### src/scm_pkg.sv
// Purpose: Shared constants and types of the sensor command mailbox.
// Assumes: Register offsets are 8-bit pointer values on the serial bus.
// Notes:   Every offset, field position and reset value is named here once.
package scm_pkg;

    localparam logic [7:0] SCM_OFS_INT_CFG    = 8'h03;
    localparam logic [7:0] SCM_OFS_IRQ_ENABLE = 8'h04;
    localparam logic [7:0] SCM_OFS_HOST_PARAM = 8'h17;
    localparam logic [7:0] SCM_OFS_COMMAND    = 8'h18;
    localparam logic [7:0] SCM_OFS_RESPONSE   = 8'h20;
    localparam logic [7:0] SCM_OFS_IRQ_FLAGS  = 8'h21;
    localparam logic [7:0] SCM_OFS_SEQ_PARAM  = 8'h2E;

    localparam logic [7:0] SCM_RST_BYTE       = 8'h00;
    localparam logic [3:0] SCM_RST_COUNT      = 4'h0;

    localparam int SCM_CMD_FLAG_BIT  = 5;
    localparam int SCM_LIGHT_LO_BIT  = 0;
    localparam int SCM_LIGHT_HI_BIT  = 1;
    localparam int SCM_INT_OE_BIT    = 0;
    localparam int SCM_LIGHT_IE_BIT  = 0;
    localparam int SCM_CMD_IE_BIT    = 5;
    localparam int SCM_RESP_ERR_BIT  = 7;

    localparam logic [7:0] SCM_RESP_INVALID = 8'h80;
    localparam logic [7:0] SCM_RESP_OVF_VIS = 8'h8C;
    localparam logic [7:0] SCM_RESP_OVF_IR  = 8'h8D;
    localparam logic [7:0] SCM_RESP_OVF_AUX = 8'h8E;

    typedef enum logic [1:0] {
        SCM_CH_VIS = 2'h0,
        SCM_CH_IR  = 2'h1,
        SCM_CH_AUX = 2'h2
    } scm_chan_t;

    typedef enum logic [4:0] {
        SCM_ST_IDLE = 5'h01,
        SCM_ST_RECV = 5'h02,
        SCM_ST_ACK  = 5'h04,
        SCM_ST_SEND = 5'h08,
        SCM_ST_RACK = 5'h10
    } scm_i2c_state_t;

    // Maps an overflowing channel onto its response code.
    function automatic logic [7:0] scm_ovf_code(input logic [1:0] ch);
        logic [7:0] code;
        code = SCM_RESP_OVF_AUX;
        if (ch == SCM_CH_VIS)
            code = SCM_RESP_OVF_VIS;
        else if (ch == SCM_CH_IR)
            code = SCM_RESP_OVF_IR;
        return code;
    endfunction

endpackage

### src/scm_sync.sv
// Purpose: Two-stage synchroniser for asynchronous input levels.
// Assumes: Inputs idle at the level given by RST_VAL.
// Notes:   Only the second stage leaves this module.
`timescale 1ns/1ps
module scm_sync
    import scm_pkg::*;
#(
    parameter int             W       = 2,
    parameter logic [W-1:0]   RST_VAL = '1
)
(
    input  wire logic         clk,
    input  wire logic         rst,
    input  wire logic [W-1:0] d,
    output logic      [W-1:0] q
);

    logic [W-1:0] stage1;

    if (W < 1)
    begin : g_check
        $error("The synchroniser needs at least one bit.");
    end

    always_ff @(posedge clk)
    begin
        if (rst)
        begin
            stage1 <= RST_VAL;
            q      <= RST_VAL;
        end
        else
        begin
            stage1 <= d;
            q      <= stage1;
        end
    end

endmodule

### src/scm_cmd_gate.sv
// Purpose: Accepts host commands and hands them to the sequencer.
// Assumes: The sequencer takes a command with cmd_ready while cmd_valid is high.
// Notes:   A held error blocks every command except the two that clear it.
`timescale 1ns/1ps
module scm_cmd_gate
    import scm_pkg::*;
#(
    parameter logic [7:0] NOP_CODE   = 8'h00,
    parameter logic [7:0] RESET_CODE = 8'h01
)
(
    input  wire logic       clk,
    input  wire logic       rst,
    input  wire logic       cmd_write,
    input  wire logic [7:0] cmd_data,
    input  wire logic       error_held,
    input  wire logic       cmd_ready,
    output logic            cmd_valid,
    output logic            wake
);

    if (NOP_CODE == RESET_CODE)
    begin : g_check
        $error("Clearing command codes must differ.");
    end

    wire clearing_cmd = (cmd_data == NOP_CODE) || (cmd_data == RESET_CODE);
    wire accept       = cmd_write && (!error_held || clearing_cmd);
    wire next_valid   = accept || (cmd_valid && !cmd_ready);

    always_ff @(posedge clk)
    begin
        if (rst)
        begin
            cmd_valid <= 1'b0;
            wake      <= 1'b0;
        end
        else
        begin
            cmd_valid <= next_valid;
            wake      <= cmd_write;
        end
    end

endmodule

### src/scm_mailbox.sv
// Purpose: Command and response mailbox of a light sensor behind a serial slave port.
// Assumes: scl and sda arrive asynchronously and are sampled by clk at 200 MHz.
// Notes:   Registers are reached by an 8-bit pointer written after the address byte.
// Functional notes
// - Host parameter mailbox, eight bits, resets to zero, feeds the sequencer.
// - Command register is the entry for host work requests to the sequencer.
// - Only a host write to the command register wakes the device.
// - Command errors load the response with a code whose top bit is set.
// - A held error stays until reset, no-op or a host write to the response; other commands are ignored.
// - Errors never stop or alter running autonomous measurements.
// - Responses 0x00 to 0x0F mean success; bits 3:0 are a wrapping counter.
// - Each valid command finished with no error held adds one to the four-bit counter, wrapping.
// - Command completion has no fixed deadline after the write.
// - An unknown command code sets the response to 0x80.
// - Converter overflow codes: 0x8C visible, 0x8D infrared, 0x8E auxiliary.
// - Status holds the command flag at bit 5 and light flags at 1:0.
// - Interrupt asserts when any status bit and its enable are both set.
// - Output enable clear never drives the pin; set drives it low while a status bit and its enable are both set.
// - Sequencer parameter mailbox, eight bits, returns bytes to the host.
`timescale 1ns/1ps
module scm_mailbox
    import scm_pkg::*;
#(
    parameter logic [6:0] DEV_ADDR   = 7'h2A,
    parameter logic [7:0] NOP_CODE   = 8'h00,
    parameter logic [7:0] RESET_CODE = 8'h01
)
(
    input  wire logic       clk,
    input  wire logic       rst,
    input  wire logic       scl_in,
    input  wire logic       sda_in,
    output logic            sda_out,
    output logic            sda_oe,
    output logic            int_out,
    output logic            int_oe,
    output logic            cmd_valid,
    output logic [7:0]      cmd_code,
    output logic [7:0]      cmd_param,
    input  wire logic       cmd_ready,
    input  wire logic       seq_done,
    input  wire logic       seq_invalid,
    input  wire logic       seq_param_we,
    input  wire logic [7:0] seq_param_data,
    input  wire logic       ovf_event,
    input  wire logic [1:0] ovf_channel,
    input  wire logic       meas_ready,
    input  wire logic [1:0] meas_status,
    output logic            wake
);

    if (DEV_ADDR == 7'h00)
    begin : g_check
        $error("The slave address must not be the general call address.");
    end

    logic [1:0]     sync_q;
    logic           scl_q;
    logic           sda_q;
    scm_i2c_state_t state;
    scm_i2c_state_t next_state;
    logic [3:0]     bit_cnt;
    logic [3:0]     next_cnt;
    logic [7:0]     shreg;
    logic [7:0]     next_sh;
    logic [7:0]     ptr;
    logic [7:0]     next_ptr;
    logic           addr_phase;
    logic           next_addr_phase;
    logic           ptr_phase;
    logic           next_ptr_phase;
    logic           rnw;
    logic           next_rnw;
    logic           bus_wr;
    logic [7:0]     host_param_mailbox;
    logic [7:0]     command_mailbox;
    logic [7:0]     response_mailbox;
    logic [7:0]     sequencer_param_mailbox;
    logic           cmd_flag;
    logic [1:0]     light_measure_flag;
    logic           int_oe_cfg;
    logic           cmd_ie;
    logic           light_ie;

    scm_sync #(
        .W       (2),
        .RST_VAL (2'h3)
    ) u_sync (
        .clk (clk),
        .rst (rst),
        .d   ({scl_in, sda_in}),
        .q   (sync_q)
    );

    wire scl_s      = sync_q[1];
    wire sda_s      = sync_q[0];
    wire scl_rise   = scl_s && !scl_q;
    wire scl_fall   = !scl_s && scl_q;
    wire start_cond = scl_s && scl_q && sda_q && !sda_s;
    wire stop_cond  = scl_s && scl_q && !sda_q && sda_s;
    wire addr_match = (shreg[7:1] == DEV_ADDR);

    // Read data for the byte addressed by the pointer.
    function automatic logic [7:0] read_mux(input logic [7:0] a);
        logic [7:0] v;
        v = SCM_RST_BYTE;
        unique case (a)
            SCM_OFS_INT_CFG:    v[SCM_INT_OE_BIT] = int_oe_cfg;
            SCM_OFS_IRQ_ENABLE:
            begin
                v[SCM_LIGHT_IE_BIT] = light_ie;
                v[SCM_CMD_IE_BIT]   = cmd_ie;
            end
            SCM_OFS_HOST_PARAM: v = host_param_mailbox;
            SCM_OFS_COMMAND:    v = command_mailbox;
            SCM_OFS_RESPONSE:   v = response_mailbox;
            SCM_OFS_IRQ_FLAGS:
            begin
                v[SCM_CMD_FLAG_BIT] = cmd_flag;
                v[SCM_LIGHT_HI_BIT] = light_measure_flag[1];
                v[SCM_LIGHT_LO_BIT] = light_measure_flag[0];
            end
            SCM_OFS_SEQ_PARAM:  v = sequencer_param_mailbox;
            default:            v = SCM_RST_BYTE;
        endcase
        return v;
    endfunction

    // A procedural block, so that flag and register changes reach the read data as well.
    logic [7:0] rd_data;
    always_comb
    begin
        rd_data = read_mux(ptr);
    end

    // Serial slave protocol engine.
    always_comb
    begin
        next_state      = state;
        next_cnt        = bit_cnt;
        next_sh         = shreg;
        next_ptr        = ptr;
        next_addr_phase = addr_phase;
        next_ptr_phase  = ptr_phase;
        next_rnw        = rnw;
        bus_wr          = 1'b0;
        if (start_cond)
        begin
            next_state      = SCM_ST_RECV;
            next_cnt        = 4'h0;
            next_addr_phase = 1'b1;
        end
        else if (stop_cond)
        begin
            next_state = SCM_ST_IDLE;
        end
        else
        begin
            unique case (state)
                SCM_ST_IDLE:
                begin
                    next_state = SCM_ST_IDLE;
                end
                SCM_ST_RECV:
                begin
                    if (scl_rise)
                    begin
                        next_sh  = {shreg[6:0], sda_s};
                        next_cnt = 4'(bit_cnt + 4'h1);
                    end
                    else if (scl_fall && bit_cnt == 4'h8)
                    begin
                        if (addr_phase)
                        begin
                            next_addr_phase = 1'b0;
                            next_rnw        = shreg[0];
                            next_ptr_phase  = !shreg[0];
                            next_state      = addr_match ? SCM_ST_ACK : SCM_ST_IDLE;
                        end
                        else if (ptr_phase)
                        begin
                            next_ptr       = shreg;
                            next_ptr_phase = 1'b0;
                            next_state     = SCM_ST_ACK;
                        end
                        else
                        begin
                            bus_wr     = 1'b1;
                            next_ptr   = 8'(ptr + 8'h01);
                            next_state = SCM_ST_ACK;
                        end
                    end
                end
                SCM_ST_ACK:
                begin
                    if (scl_fall)
                    begin
                        next_cnt = 4'h0;
                        if (rnw)
                        begin
                            next_state = SCM_ST_SEND;
                            next_sh    = rd_data;
                            next_ptr   = 8'(ptr + 8'h01);
                        end
                        else
                        begin
                            next_state = SCM_ST_RECV;
                        end
                    end
                end
                SCM_ST_SEND:
                begin
                    if (scl_fall)
                    begin
                        next_sh  = {shreg[6:0], 1'b0};
                        next_cnt = 4'(bit_cnt + 4'h1);
                        if (bit_cnt == 4'h7)
                            next_state = SCM_ST_RACK;
                    end
                end
                SCM_ST_RACK:
                begin
                    if (scl_rise && sda_s)
                    begin
                        next_state = SCM_ST_IDLE;
                    end
                    else if (scl_fall)
                    begin
                        next_state = SCM_ST_SEND;
                        next_cnt   = 4'h0;
                        next_sh    = rd_data;
                        next_ptr   = 8'(ptr + 8'h01);
                    end
                end
                default:
                begin
                    next_state = SCM_ST_IDLE;
                end
            endcase
        end
    end

    always_ff @(posedge clk)
    begin
        if (rst)
        begin
            scl_q      <= 1'b1;
            sda_q      <= 1'b1;
            state      <= SCM_ST_IDLE;
            bit_cnt    <= 4'h0;
            shreg      <= SCM_RST_BYTE;
            ptr        <= SCM_RST_BYTE;
            addr_phase <= 1'b0;
            ptr_phase  <= 1'b0;
            rnw        <= 1'b0;
        end
        else
        begin
            scl_q      <= scl_s;
            sda_q      <= sda_s;
            state      <= next_state;
            bit_cnt    <= next_cnt;
            shreg      <= next_sh;
            ptr        <= next_ptr;
            addr_phase <= next_addr_phase;
            ptr_phase  <= next_ptr_phase;
            rnw        <= next_rnw;
        end
    end

    assign sda_out = 1'b0;
    assign sda_oe  = (state == SCM_ST_ACK) || ((state == SCM_ST_SEND) && !shreg[7]);

    // Register write decode.
    wire wr_int_cfg    = bus_wr && (ptr == SCM_OFS_INT_CFG);
    wire wr_irq_enable = bus_wr && (ptr == SCM_OFS_IRQ_ENABLE);
    wire wr_host_param = bus_wr && (ptr == SCM_OFS_HOST_PARAM);
    wire wr_command    = bus_wr && (ptr == SCM_OFS_COMMAND);
    wire wr_response   = bus_wr && (ptr == SCM_OFS_RESPONSE);
    wire wr_irq_flags  = bus_wr && (ptr == SCM_OFS_IRQ_FLAGS);
    wire wr_seq_param  = bus_wr && (ptr == SCM_OFS_SEQ_PARAM);

    wire error_held = response_mailbox[SCM_RESP_ERR_BIT];

    scm_cmd_gate #(
        .NOP_CODE   (NOP_CODE),
        .RESET_CODE (RESET_CODE)
    ) u_cmd_gate (
        .clk        (clk),
        .rst        (rst),
        .cmd_write  (wr_command),
        .cmd_data   (shreg),
        .error_held (error_held),
        .cmd_ready  (cmd_ready),
        .cmd_valid  (cmd_valid),
        .wake       (wake)
    );

    assign cmd_code  = command_mailbox;
    assign cmd_param = host_param_mailbox;

    // Response update: overflow, then command result, then host write.
    wire [7:0] resp_count = {4'h0, 4'(response_mailbox[3:0] + 4'h1)};
    wire [7:0] resp_done  = seq_invalid ? SCM_RESP_INVALID
                          : (error_held ? SCM_RST_BYTE : resp_count);
    wire [7:0] next_response = ovf_event ? scm_ovf_code(ovf_channel)
                             : seq_done  ? resp_done
                             : wr_response ? shreg
                             : response_mailbox;

    // Hardware setting of a flag wins over a host clear in the same cycle.
    wire       next_cmd_flag = seq_done
                             || (cmd_flag && !(wr_irq_flags && shreg[SCM_CMD_FLAG_BIT]));
    wire [1:0] light_clear   = wr_irq_flags ? shreg[1:0] : 2'h0;
    wire [1:0] light_set     = meas_ready ? meas_status : 2'h0;
    wire [1:0] next_light    = light_set | (light_measure_flag & ~light_clear);

    always_ff @(posedge clk)
    begin
        if (rst)
        begin
            host_param_mailbox      <= SCM_RST_BYTE;
            command_mailbox         <= SCM_RST_BYTE;
            response_mailbox        <= SCM_RST_BYTE;
            sequencer_param_mailbox <= SCM_RST_BYTE;
            cmd_flag                <= 1'b0;
            light_measure_flag      <= 2'h0;
            int_oe_cfg              <= 1'b0;
            cmd_ie                  <= 1'b0;
            light_ie                <= 1'b0;
        end
        else
        begin
            if (wr_host_param)
                host_param_mailbox <= shreg;
            if (wr_command)
                command_mailbox <= shreg;
            if (seq_param_we)
                sequencer_param_mailbox <= seq_param_data;
            else if (wr_seq_param)
                sequencer_param_mailbox <= shreg;
            if (wr_int_cfg)
                int_oe_cfg <= shreg[SCM_INT_OE_BIT];
            if (wr_irq_enable)
            begin
                cmd_ie   <= shreg[SCM_CMD_IE_BIT];
                light_ie <= shreg[SCM_LIGHT_IE_BIT];
            end
            response_mailbox   <= next_response;
            cmd_flag           <= next_cmd_flag;
            light_measure_flag <= next_light;
        end
    end

    wire int_match = (cmd_flag && cmd_ie) || ((|light_measure_flag) && light_ie);

    assign int_out = 1'b0;
    assign int_oe  = int_oe_cfg && int_match;

endmodule

### config.mk
export PLATFORM = sky130hd
export DESIGN_NAME = scm_mailbox
export DESIGN_NICKNAME = d
export VERILOG_FILES = /design/src/scm_pkg.sv /design/src/scm_sync.sv /design/src/scm_cmd_gate.sv /design/src/scm_mailbox.sv
export SDC_FILE = /design/constraint.sdc
export NUM_CORES = 1
export LEC_CHECK = 0
export BUFFER_PORTS_ARGS = -buffer_cell sky130_fd_sc_hd__clkbuf_2
export CORE_MARGIN = 1.5
export CORE_UTILIZATION = 35
export DETAILED_ROUTE_END_ITERATION = 10
export GPL_ROUTABILITY_DRIVEN = 0
export PLACE_DENSITY_LB_ADDON = 0.25
export SETUP_SLACK_MARGIN = 0.2
export SYNTH_ARGS = -nofsm -noshare
export SYNTH_HDL_FRONTEND = slang
export SYNTH_SLANG_ARGS = --single-unit
### constraint.sdc
create_clock -name clk -period 2.4 [get_ports clk]
set_input_delay 0.12 -clock clk [delete_from_list [all_inputs] [get_ports clk]]
set_output_delay 0.12 -clock clk [all_outputs]
set_load 0.1 [all_outputs]
==> metrics.txt <==
status=complete, no violations; Clock Root Buffer=clkbuf_16; vias in the first global route=3790; GRT Overall Usage=0.200; # IOs=44; GRT overflow=0; highest clock rate=0.462 GHz; routed vias/inst=5.56; area of the multi-input gates=2530 um2; Die H=113 um; reg2reg start=state[2]; crit path DAT=2.38 ns; worst-margin pin slew=0.546 ns; drt first-iter violations=190; CTS max path bufs=2; CTS tree=yes; crit path launch type=flip-flop; post-DP HPWL=8.91 mm; antenna-violating nets left=0; peak supply drop=316 uV; unrepaired setup endpoints after global routing=yes; initial antenna violation count=0; Tot Pwr=2.62 mW; mean post-synth cell area=8.44 um2; clock skew=0.00658 ns; commonest non-fill, non-tap cell in the layout=dfxtp_1; DRC=0; DR pass1 iterations=4; Power Dens Cells=537 nW/um2; Die X=113 um; instance area at placement=4590 um2; Fin Setup TNS=0 ns; CP Cell Sequence=or4b_1 > o22ai_2 > nor2_2 > nand3_4 > mux2_2; Worst Path Max Fanout=8; MaxCap Viol Count=0; first-pass GRT wire length=20.0 mm; LEAKAGE=1.85 nW; endpoint type of the worst setup path=flip-flop; YS warnings=0; core box area=11900 um2; vias=3844; Mapped Area=4250 um2; register area=1480 um2; CTS HTree Levels=3; layout filler cell count=1224; hold_sp=meas_status[1]; FFs w/ async S/R, synth=0; Bufs and invs on worst path=0; Post-synth top flop=dfxtp_1; most frequent cells in the layout=dfxtp_1, nor2_1, clkbuf_2; Tcrit/Tclk final=0.902; DR WL/cell=17.6 um; fin crit period=2.17 ns; Setup-failing EPs final=0; Post-synth EDFFs=0; Initial Util=0.357; Yosys cell types=79; Antenna diodes=0; drt total wl=12.2 mm; Crit Path Class=reg2reg; layout cells sized above 1=0.202; post-synthesis register bit count=74; Final Max Slew Viols=0; fin nets=571; largest net degree at the start of global routing=37; crit path from=state[2]; Rows=40; Skew-Pair Late Insertion Delay=0.33 ns; synthesis-to-finish area growth=14.8%; CP top delay family=simple AND/OR/NAND/NOR gates; Num Clock Sinks=74; clk slew on worst S/H paths=0.06 ns; die footprint=12800 um2; CTS buffer count=9; Hold Vio Cnt, Final=0; highest-delay cell along the critical path=dfxtp_1; max incr delay on CP=0.57 ns; sequential share of the synthesized area=0.349; final instance area=4870 um2; cells after synthesis=503; Hold WC Path Type=in2reg; worst relative slew slack=0.634; Critical Path RT=2.62 ns; PortBufs=41
==> synthesized netlist by cell type (all sizes together) (2+ instances only) <==
master / instances / area share
a211oi: 15 / 0.031
a21bo: 3 / 0.0071
a21boi: 3 / 0.0053
a21o: 2 / 0.0035
a21oi: 26 / 0.031
a22o: 9 / 0.019
a22oi: 2 / 0.0035
a31o: 2 / 0.0062
a31oi: 10 / 0.015
a32oi: 2 / 0.0041
and2: 4 / 0.0059
and2b: 2 / 0.0035
and3: 7 / 0.010
and4: 2 / 0.0041
and4b: 3 / 0.0071
buf: 18 / 0.029
clkbuf: 16 / 0.014
dfxtp: 74 / 0.35
ha: 7 / 0.021
inv: 20 / 0.018
mux2: 5 / 0.013
mux2i: 33 / 0.078
nand2: 38 / 0.035
nand3: 16 / 0.022
nand3b: 4 / 0.0071
nand4: 7 / 0.014
nor2: 65 / 0.058
nor2b: 6 / 0.0088
nor3: 14 / 0.026
nor3b: 7 / 0.014
o21ai: 32 / 0.039
o22ai: 4 / 0.0074
o31ai: 4 / 0.010
o32ai: 2 / 0.0041
or2: 9 / 0.013
or3: 3 / 0.0056
or4: 2 / 0.0035
xnor2: 2 / 0.0041
xor2: 2 / 0.0041
==> timing repair <==
item / 4_1_cts / 5_1_grt
hold buffers: 2 / 0
gates resized for setup: 0 / 4
setup buffers: 0 / 0
setup endpoints to repair: 0 / 20
hold endpoints to repair: 2 / 0
==> per-stage QoR <==
| stage | utilization | hold WS, ns | cells | worst slack [ns] |
|---|---|---|---|---|
| after floorplan | - | 0.224 | 504 | 0.0372 |
| after global placement | 0.386 | 0.306 | 676 | 0.316 |
| after detailed placement | 0.386 | 0.304 | 676 | 0.270 |
| after CTS | 0.408 | 0.0170 | 691 | 0.261 |
| after global routing | 0.409 | 0.0447 | 691 | 0.129 |
| final | 0.409 | 0.0285 | 691 | 0.234 |
==> cell type report <==
type	instances	area share
well taps	147	0.0377
inverters	20	0.0154
clock buffers	9	0.0462
flip-flops and latches	74	0.304
clock inverters	4	0.00462
repair buffers	61	0.0739
multi-input cells	376	0.518
==> power by group <==
| group | total (mW) | switching, mW | internal [mW] |
|---|---|---|---|
| combinational | 0.161 | 0.100 | 0.0609 |
| clock | 1.18 | 0.505 | 0.676 |
| sequential | 1.28 | 0.0229 | 1.25 |
| total | 2.62 | 0.628 | 1.99 |
==> final timing paths <==
check	endpoint	slack, ns	cells past startpoint
setup / recovery	shreg[5]	0.23	5
hold / removal	light_measure_flag[1]	0.03	3
setup reg to reg	shreg[5]	0.23	5
hold reg to reg	u_sync.q[0]	0.41	1
==> flip-flops by register name, summed over array words and instances (netlist names), 2 cells and up <==
name                     cells
bit_cnt                      4
cmd_code                     8
cmd_param                    8
light_measure_flag           2
ptr                          8
response_mailbox             8
sequencer_param_mailbox      8
shreg                        8
state                        5
u_sync.q                     2
u_sync.stage1                2
==> per-layer routing <==
| metal | routed length, um | vias up | GRT usage |
|---|---|---|---|
| li1 | - | 1887 | - |
| met1 | 5520 | 1851 | 0.246 |
| met2 | 5870 | 88 | 0.339 |
| met3 | 505 | 18 | 0.0487 |
| met4 | 265 | 0 | 0.0792 |
| met5 | 0 | - | 0 |
==> kinds of logic after synthesis <==
kind of cell / synth area share
muxes: 0.0910
adders and majority gates: 0.0206
DFF: 0.349
and+or+nand+nor: 0.254
buffers and inverters: 0.0610
other: 0.000883
AOI/OAI and AO/OA: 0.215
xor gates and xnor gates: 0.00825
==> worst min-delay path: stages <==
cell and delay (ns):
clkbuf_2 0.08, nand2_1 0.06, a21oi_1 0.05
No activity file was read; power rests on OpenSTA's default activity.
